--- src/common/stx_pkg.sv ---
// Shared constants, field layouts and carrier structs for the serial transmitter block
package stx_pkg;

    // Register offsets on the 8-bit register port
    localparam logic [7:0] ADDR_CTL1 = 8'h0E;
    localparam logic [7:0] ADDR_CTL2 = 8'h0F;
    localparam logic [7:0] ADDR_STATUS = 8'h10;
    localparam logic [7:0] ADDR_DATA = 8'h11;
    localparam logic [7:0] ADDR_MASK = 8'h12;
    localparam logic [7:0] ADDR_BAUD = 8'h13;

    // Field positions of serial_control_one
    localparam int C1_LAST_BIT_CLOCK_EN = 0;
    localparam int C1_CLOCK_PHASE_SEL = 1;
    localparam int C1_CLOCK_POLARITY_SEL = 2;
    localparam int C1_WL = 4;
    localparam int C1_T8 = 6;

    // Field positions of serial_enable_control
    localparam int C2_SBK = 0;
    localparam int C2_RWU = 1;
    localparam int C2_RE = 2;
    localparam int C2_TE = 3;
    localparam int C2_IDLE_IRQ_EN = 4;
    localparam int C2_RIE = 5;
    localparam int C2_TX_DONE_IRQ_EN = 6;
    localparam int C2_TIE = 7;

    // Field positions of the status and mask registers
    localparam int ST_TX_EMPTY = 7;
    localparam int ST_TX_DONE = 6;
    localparam int ST_RX_FULL = 5;
    localparam int ST_IDLE = 4;
    localparam int ST_OVERRUN = 3;
    localparam int ST_BUF_LEVEL = 0;
    localparam logic [7:0] ST_STICKY = 8'hF8;

    // Reset values
    localparam logic [7:0] CTL1_RST = 8'h00;
    localparam logic [7:0] CTL2_RST = 8'h00;
    localparam logic [7:0] MASK_RST = 8'h00;
    localparam logic [7:0] STATUS_RST = 8'h01;
    localparam logic [7:0] BAUD_RST = 8'h0B;

    // Timing counts in sample ticks and bits
    localparam logic [3:0] TICK_LAST = 4'hF;
    localparam logic [3:0] TICK_MID = 4'h7;
    localparam logic [3:0] TICK_HALF = 4'h8;
    localparam logic [3:0] PRE_BITS_SHORT = 4'hA;
    localparam logic [3:0] PRE_BITS_LONG = 4'hB;
    localparam logic [3:0] BITS_SHORT = 4'h8;
    localparam logic [3:0] BITS_LONG = 4'h9;
    localparam logic [7:0] IDLE_TICKS = 8'h9F;

    // Register port request
    typedef struct packed {
        logic [7:0] addr;
        logic [7:0] wdata;
        logic wr;
        logic rd;
    } stx_bus_s;

    // Transmit pins, enables active low
    typedef struct packed {
        logic tdo;
        logic tdo_oe_n;
        logic sclk;
        logic sclk_oe_n;
    } stx_pins_s;

    // Data bits per character from the word-length select
    function automatic logic [3:0] stx_word_bits(input logic long_word);
        stx_word_bits = long_word ? BITS_LONG : BITS_SHORT;
    endfunction : stx_word_bits

endpackage : stx_pkg

--- src/stx_serial_core.sv ---
// Serial transmitter with synchronous clock output, receiver and register file
//
// Function
// - No shift clock pulses during start bit or stop bit.
// - Last-bit clock enable decides clocking of the final data bit.
// - Polarity select sets idle clock level; phase select sets clock phase.
// - Shift clock inactive while idle, sending preamble or sending break.
// - Transmitter disabled puts clock and data pins in high impedance.
// - Clock options leave the receiver untouched.
// - Data register writes feed transmit buffer, reads return receive buffer.
// - Enable control layout bit 7 to 0; resets to zero.
// - Each interrupt enable gates its own flag sources.
// - Transmitter enabled routes shifter to data pin and clocks to clock pin.
// - Enable rising sends preamble of 10 or 11 ones by word length.
// - Enable cleared mid-byte finishes that byte before releasing pins.
// - Enable toggled mid-byte finishes byte then sends a fresh preamble.
// - After preamble, empty buffer holds line high; else transmission continues.
// - Stop state freezes baud generator and transmission; exit resumes it.
// - Receiver samples at sixteen times the baud rate.
`timescale 1ns/10ps
module stx_serial_core (
    // Clock and reset
    input wire logic clk,
    input wire logic resetn,
    // Register port
    input wire stx_pkg::stx_bus_s bus,
    output logic [7:0] rdata,
    // Low power stop request
    input wire logic stop_mode,
    // Serial pins
    input wire logic rxd,
    output stx_pkg::stx_pins_s pins,
    // Interrupt
    output logic irq
);

    typedef enum logic [2:0] {
        TX_IDLE = 3'b000,
        TX_PRE = 3'b100,
        TX_START = 3'b001,
        TX_DATA = 3'b011,
        TX_STOP = 3'b010,
        TX_BRK = 3'b110
    } stx_tx_e;

    typedef enum logic [1:0] {
        RX_IDLE = 2'b00,
        RX_START = 2'b01,
        RX_DATA = 2'b11,
        RX_STOP = 2'b10
    } stx_rx_e;

    typedef struct packed {
        logic [7:0] ctl1;
        logic [7:0] ctl2;
        logic [7:0] mask;
        logic [7:0] status;
        logic [7:0] baud;
        logic [7:0] rdata;
        logic irq;
        stx_tx_e tx_st;
        logic [3:0] tx_tick;
        logic [3:0] tx_bits;
        logic [8:0] tx_shift;
        logic [8:0] tx_buf;
        logic buf_empty;
        logic pre_req;
        stx_pkg::stx_pins_s pins;
        logic rx_meta;
        logic rx_sync;
        stx_rx_e rx_st;
        logic [3:0] rx_tick;
        logic [3:0] rx_bits;
        logic [8:0] rx_shift;
        logic [7:0] rx_buf;
        logic rx_unread;
        logic [7:0] idle_cnt;
        logic idle_armed;
    } stx_core_s;

    stx_core_s s_q;
    stx_core_s s_d;
    logic tick16;
    logic [7:0] ev;
    logic [7:0] gate;
    logic [3:0] tx_nbits;
    logic [3:0] rx_nbits;
    logic [3:0] pre_len;
    logic drive;
    logic active;

    // Stop state halts the shared sample tick, freezing both directions
    stx_baud_gen u_baud (
        .clk(clk),
        .resetn(resetn),
        .halt(stop_mode),
        .divisor(s_q.baud),
        .tick16(tick16)
    );

    // Next-state logic for registers, transmitter and receiver
    always_comb begin
        s_d = s_q;
        ev = 8'h00;
        tx_nbits = stx_pkg::stx_word_bits(s_q.ctl1[stx_pkg::C1_WL]);
        rx_nbits = stx_pkg::stx_word_bits(s_q.ctl1[stx_pkg::C1_WL]);
        pre_len = s_q.ctl1[stx_pkg::C1_WL] ? stx_pkg::PRE_BITS_LONG
                                           : stx_pkg::PRE_BITS_SHORT;
        drive = 1'b0;
        active = 1'b0;
        s_d.rx_meta = rxd;
        s_d.rx_sync = s_q.rx_meta;

        // Register reads: data answers one cycle after the strobe
        s_d.rdata = 8'h00;
        if (bus.rd) begin
            if (bus.addr == stx_pkg::ADDR_CTL1) begin
                s_d.rdata = s_q.ctl1;
            end else if (bus.addr == stx_pkg::ADDR_CTL2) begin
                s_d.rdata = s_q.ctl2;
            end else if (bus.addr == stx_pkg::ADDR_STATUS) begin
                s_d.rdata = s_q.status;
            end else if (bus.addr == stx_pkg::ADDR_DATA) begin
                s_d.rdata = s_q.rx_buf;
                s_d.rx_unread = 1'b0;
            end else if (bus.addr == stx_pkg::ADDR_MASK) begin
                s_d.rdata = s_q.mask;
            end else if (bus.addr == stx_pkg::ADDR_BAUD) begin
                s_d.rdata = s_q.baud;
            end
        end

        // Register writes; unmapped writes are dropped
        if (bus.wr) begin
            if (bus.addr == stx_pkg::ADDR_CTL1) begin
                s_d.ctl1 = bus.wdata;
            end else if (bus.addr == stx_pkg::ADDR_CTL2) begin
                s_d.ctl2 = bus.wdata;
                // A rising enable queues a preamble even mid-byte
                if (!s_q.ctl2[stx_pkg::C2_TE] && bus.wdata[stx_pkg::C2_TE]) begin
                    s_d.pre_req = 1'b1;
                end
            end else if (bus.addr == stx_pkg::ADDR_DATA) begin
                s_d.tx_buf = {s_q.ctl1[stx_pkg::C1_T8], bus.wdata};
                s_d.buf_empty = 1'b0;
            end else if (bus.addr == stx_pkg::ADDR_MASK) begin
                s_d.mask = bus.wdata & stx_pkg::ST_STICKY;
            end else if (bus.addr == stx_pkg::ADDR_BAUD) begin
                s_d.baud = bus.wdata;
            end
        end

        // Transmitter, one step per sample tick
        if (tick16) begin
            if (s_q.tx_st != TX_IDLE) begin
                s_d.tx_tick = s_q.tx_tick + 4'h1;
            end
            case (s_q.tx_st)
                TX_IDLE: begin
                    s_d.tx_tick = 4'h0;
                    s_d.tx_bits = 4'h0;
                    if (s_q.ctl2[stx_pkg::C2_TE]) begin
                        if (s_d.pre_req) begin
                            s_d.pre_req = 1'b0;
                            s_d.tx_st = TX_PRE;
                        end else if (s_q.ctl2[stx_pkg::C2_SBK]) begin
                            s_d.tx_st = TX_BRK;
                        end else if (!s_d.buf_empty) begin
                            s_d.tx_shift = s_d.tx_buf;
                            s_d.buf_empty = 1'b1;
                            ev[stx_pkg::ST_TX_EMPTY] = 1'b1;
                            s_d.tx_st = TX_START;
                        end
                    end
                end
                TX_PRE: begin
                    if (s_q.tx_tick == stx_pkg::TICK_LAST) begin
                        s_d.tx_bits = s_q.tx_bits + 4'h1;
                        if (s_q.tx_bits == pre_len - 4'h1) begin
                            s_d.tx_st = TX_IDLE;
                        end
                    end
                end
                TX_START: begin
                    if (s_q.tx_tick == stx_pkg::TICK_LAST) begin
                        s_d.tx_bits = 4'h0;
                        s_d.tx_st = TX_DATA;
                    end
                end
                TX_DATA: begin
                    if (s_q.tx_tick == stx_pkg::TICK_LAST) begin
                        s_d.tx_shift = {1'b0, s_q.tx_shift[8:1]};
                        s_d.tx_bits = s_q.tx_bits + 4'h1;
                        if (s_q.tx_bits == tx_nbits - 4'h1) begin
                            s_d.tx_st = TX_STOP;
                        end
                    end
                end
                TX_STOP: begin
                    // Byte always completes, even with the enable dropped
                    if (s_q.tx_tick == stx_pkg::TICK_LAST) begin
                        s_d.tx_st = TX_IDLE;
                        if (s_d.buf_empty) begin
                            ev[stx_pkg::ST_TX_DONE] = 1'b1;
                        end
                    end
                end
                TX_BRK: begin
                    s_d.tx_tick = 4'h0;
                    if (!s_q.ctl2[stx_pkg::C2_SBK] || !s_q.ctl2[stx_pkg::C2_TE]) begin
                        s_d.tx_st = TX_IDLE;
                    end
                end
                default: begin
                    s_d.tx_st = TX_IDLE;
                end
            endcase
        end

        // Pin drive follows the enable, or a frame still finishing
        drive = s_q.ctl2[stx_pkg::C2_TE] || (s_q.tx_st != TX_IDLE);
        s_d.pins.tdo_oe_n = !drive;
        s_d.pins.sclk_oe_n = !drive;
        case (s_q.tx_st)
            TX_START: s_d.pins.tdo = 1'b0;
            TX_DATA: s_d.pins.tdo = s_q.tx_shift[0];
            TX_BRK: s_d.pins.tdo = 1'b0;
            default: s_d.pins.tdo = 1'b1;
        endcase

        // Shift clock only inside data bits; the options are not seen by the receiver
        if (s_q.tx_st == TX_DATA) begin
            active = s_q.ctl1[stx_pkg::C1_CLOCK_PHASE_SEL] ? (s_q.tx_tick < stx_pkg::TICK_HALF)
                                                : (s_q.tx_tick >= stx_pkg::TICK_HALF);
            if (s_q.tx_bits == tx_nbits - 4'h1 && !s_q.ctl1[stx_pkg::C1_LAST_BIT_CLOCK_EN]) begin
                active = 1'b0;
            end
        end
        // Released clock holds its level, so a polarity change shows no edge
        if (drive) begin
            s_d.pins.sclk = s_q.ctl1[stx_pkg::C1_CLOCK_POLARITY_SEL] ^ active;
        end

        // Receiver, sixteen samples per bit, centre sample taken
        if (!s_q.ctl2[stx_pkg::C2_RE]) begin
            s_d.rx_st = RX_IDLE;
            s_d.rx_tick = 4'h0;
        end else if (tick16) begin
            s_d.rx_tick = s_q.rx_tick + 4'h1;
            case (s_q.rx_st)
                RX_IDLE: begin
                    s_d.rx_tick = 4'h0;
                    if (!s_q.rx_sync) begin
                        s_d.rx_st = RX_START;
                        s_d.idle_cnt = 8'h00;
                    end else if (s_q.idle_cnt != stx_pkg::IDLE_TICKS) begin
                        s_d.idle_cnt = s_q.idle_cnt + 8'h01;
                    end else if (s_q.idle_armed) begin
                        s_d.idle_armed = 1'b0;
                        ev[stx_pkg::ST_IDLE] = 1'b1;
                    end
                end
                RX_START: begin
                    // False start if the line is high again at mid bit
                    if (s_q.rx_tick == stx_pkg::TICK_MID) begin
                        s_d.rx_tick = 4'h0;
                        s_d.rx_bits = 4'h0;
                        s_d.rx_st = s_q.rx_sync ? RX_IDLE : RX_DATA;
                    end
                end
                RX_DATA: begin
                    if (s_q.rx_tick == stx_pkg::TICK_LAST) begin
                        s_d.rx_shift = {s_q.rx_sync, s_q.rx_shift[8:1]};
                        s_d.rx_bits = s_q.rx_bits + 4'h1;
                        if (s_q.rx_bits == rx_nbits - 4'h1) begin
                            s_d.rx_st = RX_STOP;
                        end
                    end
                end
                RX_STOP: begin
                    if (s_q.rx_tick == stx_pkg::TICK_LAST) begin
                        s_d.rx_st = RX_IDLE;
                        s_d.idle_cnt = 8'h00;
                        s_d.idle_armed = 1'b1;
                        // Wake-up mode discards characters until an idle line
                        if (s_q.rx_sync && !s_q.ctl2[stx_pkg::C2_RWU]) begin
                            if (s_q.rx_unread) begin
                                ev[stx_pkg::ST_OVERRUN] = 1'b1;
                            end else begin
                                s_d.rx_buf = s_q.ctl1[stx_pkg::C1_WL] ? s_q.rx_shift[7:0]
                                                                      : s_q.rx_shift[8:1];
                                s_d.rx_unread = 1'b1;
                                ev[stx_pkg::ST_RX_FULL] = 1'b1;
                            end
                        end
                    end
                end
                default: begin
                    s_d.rx_st = RX_IDLE;
                end
            endcase
        end
        if (ev[stx_pkg::ST_IDLE]) begin
            s_d.ctl2[stx_pkg::C2_RWU] = 1'b0;
        end

        // Sticky flags: read clears, a same-cycle event still wins
        if (bus.rd && bus.addr == stx_pkg::ADDR_STATUS) begin
            s_d.status = s_q.status & ~stx_pkg::ST_STICKY;
        end
        s_d.status = (s_d.status | ev) & stx_pkg::ST_STICKY;
        s_d.status[stx_pkg::ST_BUF_LEVEL] = s_d.buf_empty;

        // Each enable gates its own sources, then the mask
        gate = 8'h00;
        gate[stx_pkg::ST_TX_EMPTY] = s_q.ctl2[stx_pkg::C2_TIE];
        gate[stx_pkg::ST_TX_DONE] = s_q.ctl2[stx_pkg::C2_TX_DONE_IRQ_EN];
        gate[stx_pkg::ST_RX_FULL] = s_q.ctl2[stx_pkg::C2_RIE];
        gate[stx_pkg::ST_OVERRUN] = s_q.ctl2[stx_pkg::C2_RIE];
        gate[stx_pkg::ST_IDLE] = s_q.ctl2[stx_pkg::C2_IDLE_IRQ_EN];
        s_d.irq = |(s_d.status & s_q.mask & gate);
    end

    // State register; control clears to zero
    always_ff @(posedge clk or negedge resetn) begin
        if (!resetn) begin
            s_q <= '0;
            s_q.ctl1 <= stx_pkg::CTL1_RST;
            s_q.ctl2 <= stx_pkg::CTL2_RST;
            s_q.mask <= stx_pkg::MASK_RST;
            s_q.status <= stx_pkg::STATUS_RST;
            s_q.baud <= stx_pkg::BAUD_RST;
            s_q.buf_empty <= 1'b1;
            s_q.rx_meta <= 1'b1;
            s_q.rx_sync <= 1'b1;
            s_q.pins <= '{tdo: 1'b1, tdo_oe_n: 1'b1, sclk: 1'b0, sclk_oe_n: 1'b1};
        end else begin
            s_q <= s_d;
        end
    end

    // Outputs straight from flops
    assign rdata = s_q.rdata;
    assign pins = s_q.pins;
    assign irq = s_q.irq;

endmodule : stx_serial_core

--- src/stx_baud_gen.sv ---
// Baud generator producing the sixteen-times sample tick enable
`timescale 1ns/10ps
module stx_baud_gen (
    // Clock and reset
    input wire logic clk,
    input wire logic resetn,
    // Control
    input wire logic halt,
    input wire logic [7:0] divisor,
    // Tick enable
    output logic tick16
);

    typedef struct packed {
        logic [7:0] cnt;
        logic tick;
    } stx_baud_s;

    stx_baud_s s_q;
    stx_baud_s s_d;

    // Halt freezes the count so a stopped frame resumes where it left off
    always_comb begin
        s_d = s_q;
        s_d.tick = 1'b0;
        if (!halt) begin
            if (s_q.cnt >= divisor) begin
                s_d.cnt = 8'h00;
                s_d.tick = 1'b1;
            end else begin
                s_d.cnt = s_q.cnt + 8'h01;
            end
        end
    end

    // State register
    always_ff @(posedge clk or negedge resetn) begin
        if (!resetn) begin
            s_q <= '0;
        end else begin
            s_q <= s_d;
        end
    end

    assign tick16 = s_q.tick;

endmodule : stx_baud_gen

--- config.mk ---
export PLATFORM = sky130hd
export DESIGN_NAME = stx_serial_core
export DESIGN_NICKNAME = d
export VERILOG_FILES = /design/src/common/stx_pkg.sv /design/src/stx_serial_core.sv /design/src/stx_baud_gen.sv
export SDC_FILE = /design/constraint.sdc
export NUM_CORES = 1
export LEC_CHECK = 0
export BUFFER_PORTS_ARGS = -buffer_cell sky130_fd_sc_hd__buf_2
export CAP_MARGIN = 30
export CORE_AREA = 2 2 107 109
export DETAILED_ROUTE_END_ITERATION = 8
export DIE_AREA = 0 0 109 111
export GPL_TIMING_DRIVEN = 0
export PLACE_DENSITY = 0.79
export SLEW_MARGIN = 20
export SYNTH_ARGS = -nofsm -noshare
export SYNTH_HDL_FRONTEND = slang
export SYNTH_SLANG_ARGS = --single-unit
--- constraint.sdc ---
create_clock -name clk -period 4.5 [get_ports clk]
set_input_delay 0.9 -clock clk [delete_from_list [all_inputs] [get_ports clk]]
set_output_delay 0.9 -clock clk [all_outputs]
set_load 0.01 [all_outputs]
==> reports/qor.yml, run 1 <==
status:
  run_status: "finished clean"
sta:
  min_period_over_period: 0.6332
  hold_viol: 0
  maxSlewViolCount: 0
  worst_slack_ns: 1.651
  worst_slew_pin_slew_ns: 0.9316
  finalCriticalPeriod_ns: 2.849
  clock_skew_ns: 0.01467
  max-slew-margin-rel: 0.3779
  setup_viol: 0
  rsz0062_at_grt: "no"
  clock.fmax_ghz: 0.3510
  final.setup.tns_ns: 0
global_route:
  grt_pass1_vias: 4777
  grt_max_degree: 83
  overflow: 0
  antenna_found_initial: 0
  grt_first_pass_wirelength_um: 23650
  track_usage: 0.2502
routing:
  wl_per_cell_um: 17.25
  drt-vias-per-instance: 6.038
  dr.pass1.iters: 5
  drc: 0
  final_antenna_net_count: 0
  drt_iter0_drc: 389
  wl_um: 14110
  vias: 4939
critical_path:
  cp_data_arrival_time_ns: 3.15
  r2r_end: "s_q[17]"
  crit_slowest_cell: "nor2_1"
  path_buf_inv: 2
  crit_chain: "clkbuf_1 -> nand4b_1 -> or2_2 -> clkbuf_1 -> nor2_1 -> mux2_2"
  crit_fanout: 9
  crit_family: "simple AND/OR/NAND/NOR gates"
  worstReg2RegStart: "u_baud.tick16"
  critPathKind: "in -> reg"
  r2r.worst_path.cells: 8
  cp_data_required_time_ns: 4.80
  cpMostUsedCell: "clkbuf_1"
  r2r_slack_ns: 2.04
  end_kind: "register"
  crit_path_max_incr_delay_ns: 0.71
  cp-start-kind: "primary input"
synth:
  syn_nets: 649
  synthMuxAreaShare: 0.1351
  synth_top_family_by_area: "simple AND/OR/NAND/NOR gates"
  synth-main-ff-cell: "dfrtp_1"
  synth_fa_ha_area_frac: 0.02908
  syn_area_per_cell_um2: 10.55
  async_reset_ff_frac: 1.000
  ys_types: 64
  seq_area_frac_synth: 0.4862
  yosysWarnings: 0
  synthesis.area_um2: 6454
  synth-simple-area-share: 0.1551
  ys_seq_elements: 125
  syn_inst: 612
  synth_xor_xnor_area_share: 0.01086
  synth_edf_count: 0
  synth_compound_area_frac: 0.1392
power_and_ir_drop:
  powerDensity_nw_per_um2: 391.5
  ir_drop_mv: 0.2491
  power.leakage_nw: 3.460
  finalPower_mw: 2.904
floorplan:
  die_x_um: 109
  ioPinCount: 35
  dieHeight_um: 111
  coreArea_um2: 11080
  die_area_um2: 12100
  initial_core_util: 0.5826
  placementRows: 39
placed_design:
  port_buffers: 32
  placed_cell_area_um2: 6827
  dp_hpwl_um: 9927
  dp_cells: 788
  dpl_worst_slack_ns: 1.255
  gp_congestion: 0.8914
cells_and_area:
  diodes: 0
  layout.nets: 701
  drive_gt1_frac: 0.2252
  fillers: 824
  stdcell_area_um2: 7417
  stdcell_count: 818
  area_growth_syn_to_layout_pct: 14.93
clocking:
  tritoncts: "yes"
  post_cts_resized: 0
  cts_root_buf: "clkbuf_16"
  clock_latency_ns: 0.42
  h-tree-depth: 4
  ctsHoldBuffers: 0
  cts_buffers: 17
  clk_pin_slew_worst_paths_ns: 0.05
  cts.path.max_buffers: 2
  clock_sinks: 125
  post_cts_buffers: 0
job:
  max_cap_violations: 0
min_path:
  hp-class: "reg -> reg"
  hold_end: "s_q[37]"
  hold-path-cell-count: 0
  min_from: "s_d[37]"
[registers in the layout, indices dropped and copies added, names as in the netlist]
signal	cells
s_q	99
rdata	8
u_baud.s_q	8
gate	4
pins	3
irq	1
s_d	1
u_baud.tick16	1
[cell type report]
cell class | count | area, um^2 | area share
sequential | 125 | 3138 | 0.4231
clock inverter | 7 | 112.6 | 0.01518
multi-input combinational | 425 | 3029 | 0.4084
inverter | 22 | 82.58 | 0.01113
timing repair buffer | 33 | 193.9 | 0.02615
buffer | 40 | 203.9 | 0.02750
tap | 143 | 178.9 | 0.02412
clock buffer | 23 | 478.0 | 0.06444
[placed cells by master (no fill, tap or decap), types with 8 or more instances in the layout]
master and count:
nor2_1 36, nor2b_1 15, mux2_2 53, o22ai_1 8, clkbuf_16 17, a21oi_1 27, clkbuf_1 26, ha_1 15
and2_1 9, dfrtp_1 117, buf_2 32, o21ai_0 29, buf_4 12, dfstp_2 8, nand2_1 56, inv_1 22
nand3_1 15, and3_1 8, mux2i_1 17
[worst reg2reg max path, cell delays in order, from the launching register on]
cell and delay, ns:
dfrtp_1 0.49, and2_1 0.19, clkbuf_1 0.27, and4_1 0.34
nor2b_1 0.17, clkbuf_1 0.27, clkbuf_1 0.38, nor2_1 0.09
a21oi_1 0.15
[per-stage QoR]
| stage | hold slack [ns] | util |
|---|---|---|
| after floorplan | 0.3452 | - |
| after global placement | 0.3474 | 0.6132 |
| after detailed placement | 0.3478 | 0.6163 |
| after CTS | 0.3553 | 0.6696 |
| after global routing | 0.3558 | 0.6696 |
| final | 0.3551 | 0.6696 |
[power by group]
group / internal (mW) / switching [mW] / leakage (nW)
Combinational: 0.114 / 0.169 / 1.49
Clock: 0.904 / 0.460 / 0.289
Sequential: 1.19 / 0.0703 / 1.68
[kinds of logic (layout without fill, tap and decap cells)]
kind of cell	count (synthesis)	after routing
AO/OA/AOI/OAI	133	133
adder cells (fa/ha/maj)	15	15
flip-flops	125	125
buffers and inverters	62	125
multiplexers	77	77
XOR/XNOR	8	8
AND/OR/NAND/NOR	192	192
[Yosys cell counts, types with 7 or more instances]
cell      number  area (um^2)
nor3_1         7        35.03
o31ai_1        7        52.55
o22ai_1        8        50.05
buf_4         12        90.09
clkbuf_1      23        86.33
a22o_1         7        61.31
a21oi_1       27        135.1
dfstp_2        8        210.2
nand3_1       15        75.07
ha_1          15        187.7
or3_1          7        43.79
nand2_1       56        210.2
and3_1         8        50.05
inv_1         22        82.58
mux2_2        53        596.8
and2_1         9        56.30
o21ai_0       29        145.1
mux2i_1       17        170.2
dfrtp_1      117         2928
nor2_1        36        135.1
nor2b_1       15        93.84
mux2_4         7        105.1
a21o_1         7        52.55
[worst max path at each step]
| stage | startpoint | to | slack, ns | depth (start not counted) |
|---|---|---|---|---|
| floorplan | bus[17] | s_q[54] | 1.51 | 7 |
| global placement | resetn | s_q[58] | 1.0 | 1 |
| detailed placement | bus[11] | gate[6] | 1.25 | 6 |
| CTS | bus[11] | gate[3] | 1.68 | 6 |
| global route | bus[11] | s_q[109] | 1.55 | 6 |
| finish | bus[11] | s_q[109] | 1.65 | 6 |
[routing by layer]
metal  share of wire  wire [um]  global-route usage
met1            0.43       6132              0.3350
met5               0          0                   0
met2            0.49       6961              0.3950
met3           0.051        713             0.05350
met4           0.022        306              0.1000
No activity file was read; power rests on OpenSTA's default activity.
==> run 2, diff against run 1 <==
--- a/config.mk
+++ b/config.mk
@@ -5,13 +5,14 @@
 export SDC_FILE = /design/constraint.sdc
 export NUM_CORES = 1
 export LEC_CHECK = 0
+export ABC_AREA = 1
 export BUFFER_PORTS_ARGS = -buffer_cell sky130_fd_sc_hd__buf_2
 export CAP_MARGIN = 30
-export CORE_AREA = 2 2 107 109
+export CORE_AREA = 2 2 112 114
 export DETAILED_ROUTE_END_ITERATION = 8
-export DIE_AREA = 0 0 109 111
+export DIE_AREA = 0 0 114 116
 export GPL_TIMING_DRIVEN = 0
-export PLACE_DENSITY = 0.79
+export PLACE_DENSITY = 0.77
 export SLEW_MARGIN = 20
 export SYNTH_ARGS = -nofsm -noshare
 export SYNTH_HDL_FRONTEND = slang
==> constraint.sdc (replaced) <==
create_clock -name clk -period 2.3 [get_ports clk]
set_input_delay 0.46 -clock clk [delete_from_list [all_inputs] [get_ports clk]]
set_output_delay 0.46 -clock clk [all_outputs]
set_load 0.01 [all_outputs]
==> run 2 against run 1 <==
Effect of this change: die area grew 9.3%; sequential share of layout area is 0.11 points lower; first-iteration DRC count rose by 5.9%; worst setup slack lost 1.2 ns; clock power increased by 76%; total power grew 110%.
==> reports/qor.yml, run 2 <==
sta:
  worst_slew_pin_slew_ns: 0.5963  # was 0.9316 ns
  setup_viol: 0  # unchanged
  final.setup.tns_ns: 0  # unchanged
  clock_skew_ns: 0.006476  # was 0.01467 ns
  finalCriticalPeriod_ns: 1.893
  hold_viol: 0  # unchanged
  rsz0062_at_grt: "no"  # unchanged
  maxSlewViolCount: 0  # unchanged
  max-slew-margin-rel: 0.6025  # was 0.3779
  worst_slack_ns: 0.4073  # was 1.651 ns
  clock.fmax_ghz: 0.5283
  min_period_over_period: 0.8229
global_route:
  antenna_found_initial: 0  # unchanged
  grt_pass1_vias: 5156  # was 4777
  track_usage: 0.2353  # was 0.2502
  overflow: 0  # unchanged
  grt_first_pass_wirelength_um: 24080  # was 23650 um
  grt_max_degree: 66  # was 83
cells_and_area:
  stdcell_count: 1023  # was 818
  diodes: 0  # unchanged
  final_cell_mix: "219 x nand2_1, 117 x dfrtp_1, 102 x inv_1"  # was 117 x dfrtp_1, 56 x nand2_1, 53 x mux2_2
  fillers: 999  # was 824
  largest_register_ffs: 99  # unchanged
  final_common_cell: "nand2_1"  # was dfrtp_1
  regMostFlops: "s_q"  # unchanged
  drive_gt1_frac: 0.1518  # was 0.2252
  area_growth_syn_to_layout_pct: 14.07  # was 14.93%
  layout.nets: 900  # was 701
routing:
  final_antenna_net_count: 0  # unchanged
  drt-vias-per-instance: 5.303  # was 6.038
  dr.pass1.iters: 5  # unchanged
  vias: 5425  # was 4939
  wl_um: 14200  # was 14110 um
  drt_iter0_drc: 412  # was 389
  wl_per_cell_um: 13.88  # was 17.25 um
  drc: 0  # unchanged
floorplan:
  ioPinCount: 35  # unchanged
  die_x_um: 114  # was 109 um
  initial_core_util: 0.5473  # was 0.5826
  coreArea_um2: 11910  # was 11080 um^2
  placementRows: 40  # was 39
  die_area_um2: 13220  # was 12100 um^2
  dieHeight_um: 116  # was 111 um
synth:
  seq_area_frac_synth: 0.4814  # was 0.4862
  synth-main-ff-cell: "dfrtp_1"  # unchanged
  syn_inst: 811  # was 612
  synth_area_leaders: "dfrtp_1 45%, nand2_1 13%, o21ai_0 7.1%"  # was dfrtp_1 45%, mux2_2 9.2%, dfstp_2 3.3%
  synth_edf_count: 0  # unchanged
  synth_largest_area_cell: "dfrtp_1"  # unchanged
  synthesis.area_um2: 6519  # was 6454 um^2
  ys_seq_elements: 125  # unchanged
  syn_nets: 848  # was 649
  synth_common_cells: "219 x nand2_1, 117 x dfrtp_1, 102 x inv_1"  # was 117 x dfrtp_1, 56 x nand2_1, 53 x mux2_2
  ys_types: 46  # was 64
  synth_top_area_frac: 0.4491  # was 0.4537
  yosysWarnings: 0  # unchanged
  syn_area_per_cell_um2: 8.038  # was 10.55 um^2
  yosysMostFrequentCell: "nand2_1"  # was dfrtp_1
  async_reset_ff_frac: 1.000  # unchanged
critical_path:
  end_kind: "register"  # unchanged
  crit_fanout: 10  # was 9
  cp-start-kind: "register"  # was primary input
  startpoint: "s_q[31]"  # was bus[11]
  cp_data_required_time_ns: 2.59  # was 4.80 ns
  worstReg2RegStart: "s_q[31]"  # was u_baud.tick16
  critPathKind: "reg -> reg"  # was in -> reg
  cp_data_arrival_time_ns: 2.19  # was 3.15 ns
clocking:
  post_cts_resized: 0  # unchanged
  cts.path.max_buffers: 2  # unchanged
  cts_buffers: 17  # unchanged
  clock_sinks: 125  # unchanged
  clock_latency_ns: 0.42  # about the same
  post_cts_buffers: 0  # unchanged
  cts_root_buf: "clkbuf_16"  # unchanged
  clk_pin_slew_worst_paths_ns: 0.06  # was 0.05 ns
  ctsHoldBuffers: 0  # unchanged
  h-tree-depth: 4  # unchanged
  tritoncts: "yes"  # unchanged
placed_design:
  port_buffers: 32  # unchanged
  dp_hpwl_um: 10100  # was 9927 um
  dp_cells: 991  # was 788
  dpl_worst_slack_ns: 0.2911  # was 1.255 ns
  gp_congestion: 0.9337  # was 0.8914
min_path:
  hp-class: "in -> async"  # was reg -> reg
power_and_ir_drop:
  p_int_mw: 4.335  # was 2.205 mW
  powerDensity_nw_per_um2: 835.0  # was 391.5 nW/um^2
  ir_drop_mv: 0.6621  # was 0.2491 mV
  power.leakage_nw: 3.680  # was 3.460 nW
  p_comb_frac: 0.186  # was 0.098
  clockPowerShare: 0.386  # was 0.470
  power.share.switching: 0.3018  # was 0.2406
  switching_power_mw: 1.874  # was 698.7 uW
  p_seq_frac: 0.429  # was 0.433
job:
  max_cap_violations: 0  # unchanged
status:
  run_status: "finished clean"  # unchanged
[run 2: cell count changes after synthesis, sizes merged, moves of 17 or more]
cell,change
mux2,-60
nor2,+29
clkbuf,-17
nand3,+28
inv,+88
o21ai,+75
mux2i,-17
nand2,+172
[run 2: kinds of logic after synthesis]
kind of cell | after synthesis | share of synthesized area
AO/OA/AOI/OAI | 157 | 0.1317
XOR/XNOR | 10 | 0.01344
adder cells (fa/ha/maj) | 15 | 0.02879
buffers and inverters | 137 | 0.08944
flip-flops | 125 | 0.4814
AND/OR/NAND/NOR | 367 | 0.2553
[run 2: layout make-up]
type                       count  area (um^2)  share of cell area
tap                          147        183.9             0.02473
clock buffer                  21        470.5             0.06327
sequential                   125         3138              0.4220
clock inverter                11        68.82            0.009255
inverter                     112        425.4             0.05721
timing repair buffer          33        193.9             0.02608
multi-input combinational    549         2798              0.3762
buffer                        25        157.7             0.02120
[run 2: worst paths after layout]
kind,endpoint,slack [ns],depth (start not counted)
worst max-delay path,s_q[17],0.41,7
worst min-delay path,s_q[3],0.03,1
worst max register to register,s_q[17],0.41,7
worst min register to register,s_q[37],0.35,0
max in group asynchronous,s_q[86],1.51,2
min in group clk,s_d[37],0.14,1
[run 2: layer usage]
layer	GRT usage	routed length, um	part of all wire
met4	0.09512	387	0.027
met2	0.3706	6592	0.46
met5	0	0	0
met1	0.3144	6528	0.46
met3	0.05962	688	0.048
[run 2: critical path, stage by stage (launching register included)]
cell and delay [ns]:
dfrtp_1 0.39, ha_1 0.22, nand3_1 0.17, nor3_2 0.26, nand2_1 0.27, clkbuf_1 0.26
nand2_1 0.11, o21ai_0 0.08
[run 2: power groups by stage]
| stage | clock network, mW | registers [mW] | logic, mW |
|---|---|---|---|
| after floorplan | 0 | 2.64 | 0.871 |
| after global routing | 2.54 | 2.69 | 1.35 |
| after global placement | 0 | 2.68 | 1.12 |
| after detailed placement | 0 | 2.69 | 1.16 |
| final | 2.39 | 2.66 | 1.15 |
| after CTS | 2.43 | 2.66 | 1.17 |
[run 2: through the flow]
| step | utilization | power (mW) | hold slack [ns] | area, um^2 |
|---|---|---|---|---|
| after floorplan | - | 3.516 | 0.1644 | 6519 |
| after global placement | 0.5762 | 3.803 | 0.3472 | 6863 |
| after detailed placement | 0.5790 | 3.845 | 0.3472 | 6897 |
| after CTS | 0.6243 | 6.256 | 0.04299 | 7436 |
| after global routing | 0.6243 | 6.583 | 0.07917 | 7436 |
| final | 0.6243 | 6.209 | 0.02919 | 7436 |
==> run 3, diff against run 2 <==
--- a/config.mk
+++ b/config.mk
@@ -8,11 +8,11 @@
 export ABC_AREA = 1
 export BUFFER_PORTS_ARGS = -buffer_cell sky130_fd_sc_hd__buf_2
 export CAP_MARGIN = 30
-export CORE_AREA = 2 2 112 114
+export CORE_AREA = 2 2 108 110
 export DETAILED_ROUTE_END_ITERATION = 8
-export DIE_AREA = 0 0 114 116
+export DIE_AREA = 0 0 110 112
 export GPL_TIMING_DRIVEN = 0
-export PLACE_DENSITY = 0.77
+export PLACE_DENSITY = 0.79
 export SLEW_MARGIN = 20
 export SYNTH_ARGS = -nofsm -noshare
 export SYNTH_HDL_FRONTEND = slang
==> constraint.sdc (replaced) <==
create_clock -name clk -period 1.8 [get_ports clk]
set_input_delay 0.36 -clock clk [delete_from_list [all_inputs] [get_ports clk]]
set_output_delay 0.36 -clock clk [all_outputs]
set_load 0.01 [all_outputs]
==> run 3 against run 2 <==
Effect of this change: fmax up 8.1%; worst hold slack better by 0.012 ns; clock power up 36%; clock skew up 0.0022 ns; sequential power up 29%; total power up 34%.
==> reports/qor.yml, run 3 (synthesis results as in run 2) <==
sta:
  hold_viol: 0  # unchanged
  min_period_over_period: 0.9726  # was 0.8229
  rsz0062_at_grt: "yes"  # was no
  hold_slack_ns: 0.04097  # was 0.02919 ns
  maxSlewViolCount: 0  # unchanged
  worst_slew_pin_slew_ns: 0.5688  # was 0.5963 ns
  finalCriticalPeriod_ns: 1.751  # was 1.893 ns
  max-slew-margin-rel: 0.6208  # was 0.6025
  clock.fmax_ghz: 0.5712  # was 0.5283 GHz
  clock_skew_ns: 0.008636  # was 0.006476 ns
  setup_viol: 0  # unchanged
  final.setup.tns_ns: 0  # unchanged
cells_and_area:
  final_common_cell: "nand2_1"  # unchanged
  stdcell_area_um2: 7641  # was 7436 um^2
  final_cell_mix: "216 x nand2_1, 113 x dfrtp_1, 98 x inv_1"  # was 219 x nand2_1, 117 x dfrtp_1, 102 x inv_1
  drive_gt1_frac: 0.1835  # was 0.1518
  fillers: 873  # was 999
  regMostFlops: "s_q"  # unchanged
  diodes: 0  # unchanged
  area_growth_syn_to_layout_pct: 17.22  # was 14.07%
  largest_register_ffs: 99  # unchanged
  layout.nets: 907  # was 900
global_route:
  antenna_found_initial: 0  # unchanged
  grt_first_pass_wirelength_um: 25570  # was 24080 um
  grt_pass1_vias: 5510  # was 5156
  grt_max_degree: 66  # unchanged
  track_usage: 0.2669  # was 0.2353
  overflow: 0  # unchanged
floorplan:
  initial_core_util: 0.5834  # was 0.5473
  die_x_um: 110  # was 114 um
  die_area_um2: 12320  # was 13220 um^2
  placementRows: 39  # was 40
  coreArea_um2: 11170  # was 11910 um^2
  ioPinCount: 35  # unchanged
  dieHeight_um: 112  # was 116 um
critical_path:
  r2r_end: "u_baud.s_q[1]"  # was s_q[17]
  crit_slowest_cell: "dfstp_2"  # was dfrtp_1
  crit_path_max_incr_delay_ns: 0.55  # was 0.39 ns
  crit_chain: "inv_4 -> ha_4 -> inv_1 -> nor2_1 -> o21ai_1 -> nand2_1 -> nand2_1 -> nand3_2 -> o21ai_0 -> o21a_1"  # was ha_1 -> nand3_1 -> nor3_2 -> nand2_1 -> clkbuf_1 -> nand2_1 -> o21ai_0
  cpMostUsedCell: "nand2_1"  # unchanged
  cp_data_arrival_time_ns: 2.11  # was 2.19 ns
  worstReg2RegStart: "s_q[84]"  # was s_q[31]
  crit_fanout: 3  # was 10
  cp-start-kind: "register"  # unchanged
  end_kind: "register"  # unchanged
  r2r_slack_ns: 0.05  # was 0.41 ns
  critPathKind: "reg -> reg"  # unchanged
  cp_data_required_time_ns: 2.15  # was 2.59 ns
  r2r.worst_path.cells: 10  # was 7
clocking:
  clock_latency_ns: 0.42  # about the same
  cts_root_buf: "clkbuf_16"  # unchanged
  h-tree-depth: 4  # unchanged
  cts_buffers: 17  # unchanged
  clk_pin_slew_worst_paths_ns: 0.06  # about the same
  cts.path.max_buffers: 2  # unchanged
  clock_sinks: 125  # unchanged
  tritoncts: "yes"  # unchanged
min_path:
  min_from: "rxd"
  hold_end: "s_d[37]"
  hp-class: "in -> reg"  # was in -> async
  hold-path-cell-count: 1
routing:
  wl_um: 15370  # was 14200 um
  drt_iter0_drc: 559  # was 412
  vias: 5667  # was 5425
  drc: 0  # unchanged
  dr.pass1.iters: 5  # unchanged
  wl_per_cell_um: 14.98  # was 13.88 um
  drt-vias-per-instance: 5.523  # was 5.303
  final_antenna_net_count: 0  # unchanged
placed_design:
  gp_congestion: 0.9675  # was 0.9337
  port_buffers: 32  # unchanged
  placed_cell_area_um2: 6892  # was 6897 um^2
  dp_hpwl_um: 10760  # was 10100 um
job:
  max_cap_violations: 0  # unchanged
status:
  run_status: "finished clean"  # unchanged
power_and_ir_drop:
  ir_drop_mv: 0.7833  # was 0.6621 mV
  powerDensity_nw_per_um2: 1088  # was 835.0 nW/um^2
  power.leakage_nw: 3.760  # was 3.680 nW
run 3: cell count changes in the layout (fill, tap and decap cells not counted), moves of 4 or more:
cell     previous run  this run
dfrtp_2             0         4
dfrtp_1           117       113
nor2_1             56        50
nor2_4              4         8
inv_1             102        98
buf_4              13        20
o21ai_0            93        89
o21ai_1            12        16
run 3: where the power goes:
part	switching (mW)	internal (mW)
Sequential	0.269	3.16
Clock	1.18	2.07
Combinational	1.04	0.588
run 3: per-stage QoR:
stage          std cells  setup WS, ns  power (mW)  utilization
2_1_floorplan        811        0.2099       4.493            -
6_report            1026       0.04924       8.310       0.6838
4_1_cts             1024      0.005819       8.215       0.6734
5_1_grt             1026     -0.008345       8.694       0.6838
3_5_place_dp         987      -0.08856       4.952       0.6167
3_3_place_gp         986        -1.162       4.849       0.6137
run 3: final cells by class:
type,count,area [um^2],area share
Sequential cell,125,3143,0.4113
Multi-Input combinational cell,549,2912,0.3810
Clock buffer,26,509.2,0.06664
Inverter,112,427.9,0.05600
Timing Repair Buffer,41,256.5,0.03357
Tap cell,143,178.9,0.02342
Buffer,24,156.4,0.02047
Clock inverter,6,57.56,0.007532
run 3: how the worst max path moves through the flow:
stage | to | slack (ns) | cells past startpoint | startpoint
after floorplan | u_baud.s_q[4] | 0.21 | 11 | s_q[84]
after global routing | u_baud.s_q[4] | -0.008 | 11 | s_q[84]
final | u_baud.s_q[1] | 0.05 | 10 | s_q[84]
after CTS | u_baud.s_q[4] | 0.006 | 11 | s_q[84]
after global placement | u_baud.s_q[5] | -1.16 | 1 | resetn
after detailed placement | s_q[71] | -0.09 | 11 | s_q[119]
run 3: timing repair:
action                                  in CTS  in global routing
buffers inserted                             4                  4
endpoints found under the setup margin      30                 53
hold buffers                                 1                  0
cloned                                       0                  0
hold endpoints to repair                    56                  0
resized for setup                            9                 31
pin swaps                                    3                  4
run 3: worst max-delay path, delay by kind of cell (launching register included):
family,cells,cell delay (ns)
fa+ha+maj,1,0.20
simple gates,4,0.33
buf+inv,2,0.10
flops,1,0.55
compound gates,3,0.50
run 3: metal layers:
layer  wire [um]  vias up  global-route usage
li1            -     2723                   -
met4         325        0              0.1198
met3         785       35             0.04918
met1        6676     2715              0.3496
met5           0        -                   0
met2        7579      194              0.4290
